$ cat config.mk
export PLATFORM = sky130hd
export DESIGN_NAME = hsd_top
export DESIGN_NICKNAME = d
export VERILOG_FILES = /design/src/rtl/hsd_pkg.sv /design/src/rtl/hsd_sync2.sv /design/src/rtl/hsd_mask_timer.sv /design/src/rtl/hsd_top.sv
export VERILOG_INCLUDE_DIRS = /design/src /design/src/rtl
export SDC_FILE = /design/constraint.sdc
export NUM_CORES = 1
export LEC_CHECK = 0
export BUFFER_PORTS_ARGS = -buffer_cell sky130_fd_sc_hd__buf_2
export CAP_MARGIN = 40
export CORE_MARGIN = 2
export CORE_UTILIZATION = 30
export CTS_BUF_LIST = sky130_fd_sc_hd__clkbuf_4
export CTS_CLUSTER_DIAMETER = 150
export DETAILED_ROUTE_END_ITERATION = 16
export HOLD_SLACK_MARGIN = 0.06
export SLEW_MARGIN = 20
export SYNTH_ARGS = -nofsm -noshare
export SYNTH_HDL_FRONTEND = slang
export SYNTH_SLANG_ARGS = --single-unit
$ cat constraint.sdc
create_clock -name clk_sys -period 2.3 [get_ports clk_sys]
set_clock_uncertainty 0.05 [all_clocks]
set_input_delay 0.115 -clock clk_sys [delete_from_list [all_inputs] [get_ports clk_sys]]
set_output_delay 0.115 -clock clk_sys [all_outputs]
set_load 0.01 [all_outputs]
$ cat src/rtl/hsd_cfg.svh
// Offsets, field positions, reset values and timing counts of the driver
`ifndef HSD_CFG_SVH
`define HSD_CFG_SVH

// ****************************************
// Register offsets
// ****************************************
`define HSD_OFS_DATA 3'h0
`define HSD_OFS_CONFIG 3'h1
`define HSD_OFS_STATUS 3'h5
`define HSD_OFS_IRQ_EN 3'h6
`define HSD_OFS_IRQ_FLAG 3'h7

// ****************************************
// Field positions
// ****************************************
`define HSD_BIT_DATA 0
`define HSD_BIT_ENABLE 0
`define HSD_BIT_OL_DET 2
`define HSD_BIT_OC_MASK 4
`define HSD_BIT_OL_STAT 0
`define HSD_BIT_OC_IE 7
`define HSD_BIT_OC_FLAG 0

// ****************************************
// Reset values and timing
// ****************************************
`define HSD_RST_BYTE 8'h00
`define HSD_CLK_HZ 25000000
`define HSD_OC_MASK_NS 10000
`define HSD_OC_MASK_CYC ((`HSD_OC_MASK_NS * 25) / 1000)

`endif

$ cat src/rtl/hsd_pkg.sv
// Types shared by the driver control files
package hsd_pkg;
    typedef logic [7:0] hsd_byte_t;
    typedef logic [2:0] hsd_addr_t;
    typedef enum logic [1:0] {
        HSD_OFF = 2'b00,
        HSD_MASKED = 2'b01,
        HSD_ON = 2'b11
    } hsd_drv_state_t;
endpackage

$ cat src/rtl/hsd_sync2.sv
// Two-flop synchroniser for one comparator level
`timescale 1ns/100ps
module hsd_sync2 (
    input wire logic clk_sys,
    input wire logic rst_n,
    input wire logic d_async,
    output logic q_sync
);
    logic s1_reg;
    logic s2_reg;

    always_ff @(posedge clk_sys or negedge rst_n) begin
        if (!rst_n) begin
            s1_reg <= 1'b0;
            s2_reg <= 1'b0;
        end else begin
            s1_reg <= d_async;
            s2_reg <= s1_reg;
        end
    end

    assign q_sync = s2_reg;
endmodule

$ cat src/rtl/hsd_mask_timer.sv
// Masking window counter started at each driver switch-on
`timescale 1ns/100ps
module hsd_mask_timer #(
    parameter int MASK_CYCLES = 250
) (
    input wire logic clk_sys,
    input wire logic rst_n,
    input wire logic start,
    input wire logic abort,
    output logic active
);
    localparam int CW = $clog2(MASK_CYCLES + 1);
    logic [CW-1:0] cnt_reg;
    logic [CW-1:0] cnt_next;

    if (MASK_CYCLES < 1) begin : g_bad_cycles
        $error("MASK_CYCLES must be at least 1");
    end

    always_comb begin
        cnt_next = cnt_reg;
        if (abort) begin
            cnt_next = '0;
        end else if (start) begin
            cnt_next = CW'(MASK_CYCLES);
        end else if (cnt_reg != '0) begin
            cnt_next = cnt_reg - 1'b1;
        end
    end

    always_ff @(posedge clk_sys or negedge rst_n) begin
        if (!rst_n) begin
            cnt_reg <= '0;
        end else begin
            cnt_reg <= cnt_next;
        end
    end

    assign active = (cnt_reg != '0);
endmodule

$ cat src/rtl/hsd_top.sv
// High-side driver control, open-load and over-current protection
//
// What this block does
// - Status bit 0 follows the open-load comparator; read only.
// - With enable bit 7 set, interrupt request follows over-current flag.
// - Writing 1 clears the over-current flag; writing 0 does nothing.
// - Over-current comparator sets flag bit 0; it stays until cleared.
// - A set over-current flag forces the driver command off.
// - Once cleared, the driver follows the routed control source again.
// - On/off command comes from data bit or routed timer/PWM channel.
// - Open-load detection active only: enabled, driver enabled, source off.
// - Active detection reports open load when pin stays above threshold.
// - Mask enable ignores over-current for a window after each switch-on.
// - Mask enable bit writable only while the driver enable is 0.
// - Interrupt request is made only in run mode.
// - Stop mode entry or exit leaves the over-current flag untouched.
// - Driver enable biases the stage; disabled driver never turns on.
//
// Design decision made here: the plain strobed port.
`timescale 1ns/100ps
`include "hsd_cfg.svh"
module hsd_top #(
    parameter int MASK_CYCLES = `HSD_OC_MASK_CYC
) (
    input wire logic clk_sys,
    input wire logic rst_n,
    input wire hsd_pkg::hsd_addr_t bus_addr,
    input wire hsd_pkg::hsd_byte_t bus_wdata,
    input wire logic bus_wr,
    input wire logic bus_rd,
    output hsd_pkg::hsd_byte_t bus_rdata,
    input wire logic route_sel_timer,
    input wire logic timer_pwm_in,
    input wire logic run_mode,
    input wire logic oc_comp_in,
    input wire logic ol_comp_in,
    output logic drv_bias,
    output logic drv_on,
    output logic ol_detect_on,
    output logic irq_req
);
    import hsd_pkg::*;

    // ****************************************
    // Parameter check
    // ****************************************
    // An empty window is the mask enable cleared, not a zero count
    if (MASK_CYCLES < 1) begin : g_bad_mask
        $error("MASK_CYCLES must be at least 1");
    end

    // ****************************************
    // Input synchronisation
    // ****************************************
    logic oc_sync;
    logic ol_sync;
    logic tmr_sync;

    hsd_sync2 u_sync_oc (
        .clk_sys(clk_sys),
        .rst_n(rst_n),
        .d_async(oc_comp_in),
        .q_sync(oc_sync)
    );
    hsd_sync2 u_sync_ol (
        .clk_sys(clk_sys),
        .rst_n(rst_n),
        .d_async(ol_comp_in),
        .q_sync(ol_sync)
    );
    hsd_sync2 u_sync_tmr (
        .clk_sys(clk_sys),
        .rst_n(rst_n),
        .d_async(timer_pwm_in),
        .q_sync(tmr_sync)
    );

    // ****************************************
    // Registers
    // ****************************************
    logic data_reg, data_next;
    logic en_reg, en_next;
    logic oldet_reg, oldet_next;
    logic ocm_reg, ocm_next;
    logic ocie_reg, ocie_next;
    logic ocf_reg, ocf_next;
    logic olst_reg, olst_next;
    hsd_byte_t rdata_reg, rdata_next;
    logic src_on;
    logic mask_active;
    logic oc_event;
    logic wr_cfg;
    logic wr_flag;
    logic w1c;

    assign wr_cfg = bus_wr && (bus_addr == `HSD_OFS_CONFIG);
    assign wr_flag = bus_wr && (bus_addr == `HSD_OFS_IRQ_FLAG);
    assign w1c = wr_flag && bus_wdata[`HSD_BIT_OC_FLAG];

    // Source selection from the routing unit
    assign src_on = route_sel_timer ? tmr_sync : data_reg;

    always_comb begin
        data_next = data_reg;
        en_next = en_reg;
        oldet_next = oldet_reg;
        ocm_next = ocm_reg;
        ocie_next = ocie_reg;
        if (bus_wr && (bus_addr == `HSD_OFS_DATA)) begin
            data_next = bus_wdata[`HSD_BIT_DATA];
        end
        if (wr_cfg) begin
            en_next = bus_wdata[`HSD_BIT_ENABLE];
            oldet_next = bus_wdata[`HSD_BIT_OL_DET];
            if (!en_reg) begin
                ocm_next = bus_wdata[`HSD_BIT_OC_MASK];
            end
        end
        if (bus_wr && (bus_addr == `HSD_OFS_IRQ_EN)) begin
            ocie_next = bus_wdata[`HSD_BIT_OC_IE];
        end
    end

    // ****************************************
    // Driver state and masking window
    // ****************************************
    hsd_drv_state_t st_reg, st_next;
    logic cmd_on;
    logic switch_on;

    // Command before the flag gate; switch_on (state off, flag clear) starts the mask window when ocm_reg is set
    assign cmd_on = en_reg && src_on;
    assign switch_on = cmd_on && (st_reg == HSD_OFF) && !ocf_reg;

    hsd_mask_timer #(
        .MASK_CYCLES(MASK_CYCLES)
    ) u_mask (
        .clk_sys(clk_sys),
        .rst_n(rst_n),
        .start(switch_on && ocm_reg),
        .abort(!cmd_on),
        .active(mask_active)
    );

    // Comparator ignored during the window; only an enabled stage can trip
    assign oc_event = oc_sync && en_reg && !mask_active && !switch_on;

    always_comb begin
        st_next = st_reg;
        case (st_reg)
            HSD_OFF: begin
                if (switch_on) begin
                    st_next = ocm_reg ? HSD_MASKED : HSD_ON;
                end
            end
            HSD_MASKED: begin
                if (!cmd_on || ocf_next) begin
                    st_next = HSD_OFF;
                end else if (!mask_active) begin
                    st_next = HSD_ON;
                end
            end
            HSD_ON: begin
                if (!cmd_on || ocf_next) begin
                    st_next = HSD_OFF;
                end
            end
            default: begin
                st_next = HSD_OFF;
            end
        endcase
    end

    // ****************************************
    // Over-current flag and open-load status
    // ****************************************
    // Stop mode has no input here, so it cannot touch the flag
    always_comb begin
        ocf_next = ocf_reg;
        if (w1c) begin
            ocf_next = 1'b0;
        end
        if (oc_event) begin
            ocf_next = 1'b1;
        end
    end

    logic ol_active;
    // Detection only while enabled, biased and the source commands off
    assign ol_active = oldet_reg && en_reg && !src_on;

    always_comb begin
        olst_next = ol_active && ol_sync;
    end

    always_comb begin
        rdata_next = 8'h00;
        if (bus_rd) begin
            if (bus_addr == `HSD_OFS_DATA) begin
                rdata_next[`HSD_BIT_DATA] = data_reg;
            end else if (bus_addr == `HSD_OFS_CONFIG) begin
                rdata_next[`HSD_BIT_ENABLE] = en_reg;
                rdata_next[`HSD_BIT_OL_DET] = oldet_reg;
                rdata_next[`HSD_BIT_OC_MASK] = ocm_reg;
            end else if (bus_addr == `HSD_OFS_STATUS) begin
                rdata_next[`HSD_BIT_OL_STAT] = olst_reg;
            end else if (bus_addr == `HSD_OFS_IRQ_EN) begin
                rdata_next[`HSD_BIT_OC_IE] = ocie_reg;
            end else if (bus_addr == `HSD_OFS_IRQ_FLAG) begin
                rdata_next[`HSD_BIT_OC_FLAG] = ocf_reg;
            end else begin
                rdata_next = 8'h00;
            end
        end
    end

    // ****************************************
    // Outputs
    // ****************************************
    logic drv_on_next;
    logic irq_next;

    // Gated with next flag and enable so shutdown and disable land at once
    assign drv_on_next = cmd_on && en_next && !ocf_next;
    assign irq_next = ocie_next && ocf_next && run_mode;

    always_ff @(posedge clk_sys or negedge rst_n) begin
        if (!rst_n) begin
            data_reg <= 1'b0;
            en_reg <= 1'b0;
            oldet_reg <= 1'b0;
            ocm_reg <= 1'b0;
            ocie_reg <= 1'b0;
            ocf_reg <= 1'b0;
            olst_reg <= 1'b0;
            st_reg <= HSD_OFF;
            rdata_reg <= `HSD_RST_BYTE;
            drv_bias <= 1'b0;
            drv_on <= 1'b0;
            ol_detect_on <= 1'b0;
            irq_req <= 1'b0;
        end else begin
            data_reg <= data_next;
            en_reg <= en_next;
            oldet_reg <= oldet_next;
            ocm_reg <= ocm_next;
            ocie_reg <= ocie_next;
            ocf_reg <= ocf_next;
            olst_reg <= olst_next;
            st_reg <= st_next;
            rdata_reg <= rdata_next;
            drv_bias <= en_next;
            drv_on <= drv_on_next;
            ol_detect_on <= ol_active;
            irq_req <= irq_next;
        end
    end

    assign bus_rdata = rdata_reg;

    // ****************************************
    // Checks
    // ****************************************
    // Cycles spent masked, so the window length can be bounded cheaply
    localparam int MW = $clog2(MASK_CYCLES + 2);
    logic [MW-1:0] mcnt_reg;
    logic [MW-1:0] mcnt_next;

    always_comb begin
        mcnt_next = '0;
        if (st_reg == HSD_MASKED) begin
            mcnt_next = mcnt_reg + MW'(1);
        end
    end

    always_ff @(posedge clk_sys or negedge rst_n) begin
        if (!rst_n) begin
            mcnt_reg <= '0;
        end else begin
            mcnt_reg <= mcnt_next;
        end
    end

    AST_IRQ_FOLLOWS: assert property (
        @(posedge clk_sys) disable iff (!rst_n)
        irq_req == (ocie_reg && ocf_reg && $past(run_mode)))
        else $error("irq request does not follow enabled flag");
    AST_IRQ_RUN_ONLY: assert property (
        @(posedge clk_sys) disable iff (!rst_n)
        irq_req |-> $past(run_mode) && ocf_reg && ocie_reg)
        else $error("irq request outside run mode or without flag");
    AST_IRQ_NO_IE: assert property (
        @(posedge clk_sys) disable iff (!rst_n)
        !ocie_reg |-> !irq_req)
        else $error("irq request while interrupt disabled");
    AST_FLAG_STICKY: assert property (
        @(posedge clk_sys) disable iff (!rst_n)
        ocf_reg && !w1c |=> ocf_reg)
        else $error("over-current flag lost without clear");
    AST_W0_KEEPS: assert property (
        @(posedge clk_sys) disable iff (!rst_n)
        wr_flag && !bus_wdata[`HSD_BIT_OC_FLAG] && ocf_reg |=> ocf_reg)
        else $error("write zero cleared the flag");
    AST_W1C: assert property (
        @(posedge clk_sys) disable iff (!rst_n)
        w1c && !oc_event |=> !ocf_reg)
        else $error("write one did not clear the flag");
    AST_SET_WINS: assert property (
        @(posedge clk_sys) disable iff (!rst_n)
        oc_event |=> ocf_reg)
        else $error("over-current event lost");
    AST_FORCED_OFF: assert property (
        @(posedge clk_sys) disable iff (!rst_n)
        ocf_reg |-> !drv_on)
        else $error("driver on while flag set");
    AST_DISABLED_OFF: assert property (
        @(posedge clk_sys) disable iff (!rst_n)
        !drv_bias |-> !drv_on)
        else $error("disabled driver turned on");
    AST_DRV_ROUTE: assert property (
        @(posedge clk_sys) disable iff (!rst_n)
        $past(en_reg) && en_reg && !ocf_reg |-> drv_on ==
        ($past(route_sel_timer) ? $past(tmr_sync) : $past(data_reg)))
        else $error("driver command does not follow routed source");
    AST_MASK_LOCK: assert property (
        @(posedge clk_sys) disable iff (!rst_n)
        wr_cfg && en_reg |=> $stable(ocm_reg))
        else $error("mask enable changed while driver enabled");
    AST_MASK_HOLD: assert property (
        @(posedge clk_sys) disable iff (!rst_n)
        mask_active && !ocf_reg |=> !ocf_reg)
        else $error("over-current flag set inside mask window");
    AST_MASK_LEN: assert property (
        @(posedge clk_sys) disable iff (!rst_n)
        mcnt_reg <= MW'(MASK_CYCLES + 1))
        else $error("mask window longer than its count");
    AST_OL_GATE: assert property (
        @(posedge clk_sys) disable iff (!rst_n)
        olst_reg |-> $past(oldet_reg) && $past(en_reg) && !$past(src_on))
        else $error("open load reported while detection inactive");
    AST_DETECT_GATE: assert property (
        @(posedge clk_sys) disable iff (!rst_n)
        ol_detect_on == ($past(oldet_reg) && $past(en_reg)
        && !$past(src_on)))
        else $error("test current does not follow detection gate");
    AST_OL_REPORT: assert property (
        @(posedge clk_sys) disable iff (!rst_n)
        olst_reg == ($past(ol_active) && $past(ol_sync)))
        else $error("open-load status does not follow comparator");
    AST_RESUME: assert property (
        @(posedge clk_sys) disable iff (!rst_n)
        $fell(ocf_reg) ##0 en_reg && en_next && src_on && !oc_event
        |=> drv_on)
        else $error("driver did not resume after clear");
    AST_RESET_QUIET: assert property (
        @(posedge clk_sys)
        !$past(rst_n) && !rst_n
        |-> !drv_bias && !drv_on && !irq_req && !ol_detect_on)
        else $error("outputs active during reset");
endmodule

# Word level (Yosys, flattened, before mapping)
# Cells that the tools add are included.
dict set report totals {
  output_inout_bits 12
  wordCells 90
  reg_bits 34
}
dict set report op_classes {
  n_mux 28
  n_bitwise 1
  n_addsub 1
  eq_ne 10
  n_reduce_logical 31
}
# op count
set op_table {}
lappend op_table {{$mux 8} 4}
lappend op_table {{$logic_and 1x1->1} 19}
lappend op_table {{$mux 1} 15}
lappend op_table {{$mux 7} 2}
lappend op_table {{$mux 2} 5}
lappend op_table {{$eq 3x3->1 const B} 3}
lappend op_table {{$reduce_bool 8->1} 1}
lappend op_table {{$sub 8x1->8 const B} 1}
lappend op_table {{$logic_not 1->1} 6}
lappend op_table {{$pmux 2 s3} 1}
lappend op_table {{$ne 2x2->1 const B} 2}
lappend op_table {{$eq 3x1->1 const B} 1}
lappend op_table {{$logic_not 3->1} 1}
lappend op_table {{$mux 3} 1}
lappend op_table {{$ne 3x2->1 const B} 1}
lappend op_table {{$ne 3x3->1 const B} 1}
lappend op_table {{$reduce_and 3->1} 1}
lappend op_table {{$eq 2x1->1 const B} 1}
lappend op_table {{$eq 2x2->1 const B} 1}
lappend op_table {{$logic_not 2->1} 1}
lappend op_table {{$reduce_and 2->1} 1}
lappend op_table {{$logic_or 1x1->1} 1}
lappend op_table {{$not 1->1} 1}

# Depth between registers and ports, before layout
dict set report depth {
  word_depth 10
  ltp_mapped 6
  ltp_nobuf 6
}

# By module
# A second synthesis with hierarchy kept.
dict set report unflattened {
  hier_cells 123
  hier_area_um2 1402.6
}
# module cells_each instances area_each_um2
set modules_own_cells {}
lappend modules_own_cells {hsd_top 69 1 789.5}
lappend modules_own_cells {hsd_mask_timer 48 1 462.9}
lappend modules_own_cells {hsd_sync2 2 3 50.0}

# Least setup slack after synthesis
# OpenSTA, ideal clock, no wires.
dict set report synth_path {
  kind {reg2reg}
  startpoint {register u_mask.cnt_reg[0]}
  endpoint {register u_mask.cnt_reg[6]}
  setup_slack_ns 0.681
  n_path_buf 0
  arrival_ns 1.438
  required_ns 2.119
  path_stages_with_launch 7
  path_cell_list {dfrtp_1 -> inv_1 -> ha_1 -> or3b_1 -> nor3_1 -> mux2i_1 -> a21oi_1}
}
dict set report synth_via {
  elab_chain_len 4
  elab_cells_between_ends 6
  classes_between {1 x add/sub; 1 x eq/ne; 3 x mux; 1 x reduce/logical}
}
# element line_no
set synth_rtl {}
lappend synth_rtl {{start: declaration} hsd_mask_timer.sv:13} ;# logic [CW-1:0] cnt_reg;
lappend synth_rtl {{start signal: assignment} hsd_mask_timer.sv:35} ;# cnt_reg <= cnt_next;
lappend synth_rtl {{$sub 8x1->8} hsd_mask_timer.sv:27} ;# cnt_next = cnt_reg - 1'b1;
lappend synth_rtl {{$mux 8} hsd_mask_timer.sv:26} ;# end else if (cnt_reg != '0) begin
lappend synth_rtl {{$mux 8} hsd_mask_timer.sv:24} ;# end else if (start) begin
lappend synth_rtl {{$mux 8} hsd_mask_timer.sv:22} ;# if (abort) begin
# Several ways; a longest one is shown, not always the timed one. The select of a mux whose other input is x is not followed.
# A chain may end at the register's enable or synchronous reset.

# Worst setup path in the final report
dict set report layout_path {
  startpoint {register u_mask.cnt_reg[0]}
  endpoint {register st_reg[1]}
}
dict set report layout_via {
  elab_chain_len 8
  elab_cells_between_ends 11
  classes_between {2 x eq/ne; 3 x mux; 6 x reduce/logical}
}
# element line_no
set layout_rtl {}
lappend layout_rtl {{$reduce_bool 8->1 *} hsd_mask_timer.sv:39} ;# assign active = (cnt_reg != '0);
lappend layout_rtl {{$logic_not 1->1} n/a}
lappend layout_rtl {{$logic_and 1x1->1 (2 in a row)} hsd_top.sv:146} ;# assign oc_event = oc_sync && en_reg && !mask_active && !switch_on;
lappend layout_rtl {{$mux 1} hsd_top.sv:183} ;# if (oc_event) begin
lappend layout_rtl {{$logic_or 1x1->1} {hsd_top.sv:157, hsd_top.sv:164}}
lappend layout_rtl {{$ne 3x3->1 (no line), or another cell as far along} n/a}
lappend layout_rtl {{$reduce_and 3->1 (no line) / $pmux 2 s3 (equally long branches)} n/a}
lappend layout_rtl {{end signal: assignment} hsd_top.sv:250} ;# st_reg <= st_next;
lappend layout_rtl {{end: declaration} hsd_top.sv:127} ;# hsd_drv_state_t st_reg, st_next;
# Every way passes the cells marked *; elsewhere a longest branch is shown, timed or not.

==> flow_summary_export.csv <==
group,metric,value,unit
placement,port_buffers,23,
routing,drt_iter0_drc,35,
yosys,synth_xor_area_frac,0.0131,
cts,clock_path_buffers,2,
placement,place_area,1490,sq um
yosys,synth.area.mux_share,0.0928,
routing,viasPerCell,4.75,
sta,min_period_over_period,0.774,
floorplanning,io_pins,32,
yosys,ys_warn_count,0,
cts,clock-sinks,30,
floorplanning,start_util,0.309,
sta,maxSlewHeadroom,0.563,
pwr,p_per_area,1280,nW/um^2
pwr,power_leakage,0.797,nW
routing,wl,2620,microns
yosys,ys_async_sr_fraction,1.00,
yosys,synth_edf_count,0,
setup_path,worstSetupPathType,"flip-flop to flip-flop",
final_layout,largest_register_ffs,8,
setup_path,crit_chain,"inv_1, ha_1, nor4b_4, nand2_4, o311ai_2, o32ai_1",
final_layout,nFillCells,446,
routing,routedWlPerCell,12.6,microns
sta,hold_violations,0,
global_route,overflow,0,
routing,dr.pass1.iters,4,
hold_path,hp-class,"primary input to flip-flop",
yosys,synthAdderAreaFrac,0.0187,
setup_path,cp-start-kind,"flip-flop",
sta,fmax,0.562,GHz
global_route,antenna_found_initial,0,
yosys,netlist.area_leader.share,0.562,
cts,clock_latency,0.33,ns
final_layout,design_area,1670,sq um
floorplanning,core,4320,sq um
yosys,synthCells,114,
final_layout,stdcell_count,207,
yosys,synthFlopType,"dfrtp_1",
floorplanning,num_rows,24,
final_layout,area_growth,24.7,%
placement,hpwlAfterDp,1830,microns
setup_path,critPathBufInv,1,
yosys,synth.distinct_cells,38,
setup_path,endpoint_kind,"flip-flop",
yosys,synth_compound_area_frac,0.0731,
sta,setup_ws,0.519,ns
final_layout,n_antenna_cell,0,
setup_path,cp.required,2.45,ns
cts,htreeDepth,2,
setup_path,cp_top_family,"compound AO/OA/AOI/OAI gates",
routing,drtAntennaViolNets,0,
cts,tritoncts,"built",
sta,rsz0062_at_grt,"false",
final_layout,seqCellArea,751,sq um
floorplanning,die_h,70.7,microns
yosys,synth_top_family_by_area,"simple AND/OR/NAND/NOR gates",
routing,drc,0,
cts,clkTransAtPathRegs,0.10,ns
outcome,run_status,"finished, final reports clean",
placement,place_worst_setup_slack,0.526,ns
sta,tightest_slew,0.655,ns
floorplanning,die_x,70.7,microns
setup_path,critPathMaxFanout,5,
setup_path,critical_path.max_stage_delay,0.42,ns
final_layout,multi_input_area,549,sq um
final_layout,num-nets-final,176,
placement,placedCellCount,187,
sta,slew_viol_final,0,
sta,setup_viol,0,
yosys,yosysSeqAreaShare,0.562,
yosys,synthSimpleGateAreaFrac,0.202,
yosys,synth-seq-cells,30,
cts,numCtsBuffers,5,
global_route,grt_usage,0.120,
yosys,yosys.area.top_type,"dfrtp_1",
flow_run,drv_cap,0,
yosys,syn_avg_cell_area,11.7,sq um
sta,fin_tns_setup,0,ns
setup_path,cpMaxStageDelayCell,"dfrtp_1",
final_layout,drive_gt1_frac,0.277,
setup_path,cp.arrival,1.93,ns
global_route,grt_pass1_vias,1019,
placement,place_congestion,0.768,
global_route,grt_pass1_wl,4690,microns
sta,period_needed,1.78,ns
yosys,synth_area,1340,sq um
final_layout,fin_util,0.385,
cts,cts-root-buf,"clkbuf_4",
global_route,grt_max_degree,31,
pwr,ir_drop,0.451,mV
yosys,ys_top_cells_by_area,"dfrtp_1 56%, mux2_2 5.9%, nand2_1 3.9%",
floorplanning,die_area,5000,sq um
routing,dr_total_vias,983,
[kinds of logic after synthesis]
kind of cell	count (synthesis)
buffers and inverters	8
flip-flops	30
multiplexers	11
XOR/XNOR	2
other	1
AND/OR/NAND/NOR	46
adder cells (fa/ha/maj)	2
AO/OA/AOI/OAI	14
[power breakdown]
part           switching, mW  internal (mW)  total [mW]
logic                  0.553          0.528        1.08
clock network          0.182          0.113       0.296
registers              0.115          0.637       0.752
[per-layer routing]
metal | routed length (microns) | track usage | up-vias
met2 | 1200 | 0.184 | 28
met5 | 0 | 0 | -
li1 | - | - | 478
met3 | 130 | 0.0313 | 8
met1 | 1220 | 0.156 | 469
met4 | 70 | 0.0629 | 0
[cells in the mapped netlist, types with 2 or more instances]
cell type  number
nor3_1          4
mux2_2          7
nor2b_1         3
buf_4           4
mux2i_1         3
and2_1          3
ha_1            2
xnor2_1         2
and4_1          2
a21oi_1         4
nand2_1        14
inv_1           3
a31oi_1         2
nand3_1         2
nand3b_1        2
dfrtp_1        30
and3_1          2
nor2_1          5
[layout make-up]
class | count | share of cell area
inverters | 3 | 0.00676
clock buffers | 5 | 0.0225
well taps | 52 | 0.0391
clock inverters | 3 | 0.00977
repair buffers | 35 | 0.141
multi-input cells | 79 | 0.330
flip-flops and latches | 30 | 0.451
[what timing repair did]
action	CTS	global route
hold endpoints to repair	43	0
resized for setup	0	0
hold buffers	12	0
setup buffers	0	0
endpoints found under the setup margin	0	0
[worst register-to-register path, stage by stage, from the launching register on]
cell      delay (ns)
dfrtp_1         0.42
inv_1           0.10
ha_1            0.17
nor4b_4         0.33
nand2_4         0.13
o311ai_2        0.33
o32ai_1         0.14
[metrics by stage]
stage	power [mW]	hold slack [ns]
2_1_floorplan	1.61	-0.231
3_3_place_gp	1.78	0.129
3_5_place_dp	1.83	0.138
4_1_cts	2.15	0.0802
5_1_grt	2.32	0.0953
6_report	2.13	0.0921
[layout by cell type, fill, tap and decap left out, types with 2 or more instances in the layout]
cell | netlist | layout
nor2_1 | 5 | 5
dfrtp_1 | 30 | 30
mux2i_1 | 3 | 3
inv_1 | 3 | 3
nor2b_1 | 3 | 3
nand3_1 | 2 | 2
ha_1 | 2 | 2
mux2_2 | 7 | 7
nand3b_1 | 2 | 2
buf_2 | 1 | 23
nand2_1 | 14 | 14
and2_1 | 3 | 3
xnor2_1 | 2 | 2
clkbuf_4 | 0 | 5
and3_1 | 2 | 2
nor3_1 | 4 | 4
and4_1 | 2 | 2
conb_1 | 1 | 4
a31oi_1 | 2 | 2
dlygate4sd3_1 | 0 | 12
a21oi_1 | 4 | 4
[final timing paths]
path / from / endpoint / slack (ns) / depth (start not counted)
min in group asynchronous: rst_n / ol_detect_on$_DFF_PN0_ / 0.29 / 2
max reg2reg: u_mask.cnt_reg[0]$_DFFE_PN0P_ / st_reg[1]$_DFFE_PN0P_ / 0.52 / 6
max: u_mask.cnt_reg[0]$_DFFE_PN0P_ / st_reg[1]$_DFFE_PN0P_ / 0.52 / 6
max in group asynchronous: rst_n / u_mask.cnt_reg[1]$_DFFE_PN0P_ / 1.48 / 2
min reg2reg: u_sync_oc.s1_reg$_DFF_PN0_ / u_sync_oc.q_sync$_DFF_PN0_ / 0.31 / 0
min: route_sel_timer / ol_detect_on$_DFF_PN0_ / 0.09 / 3
(Power assumes the default switching activity.)
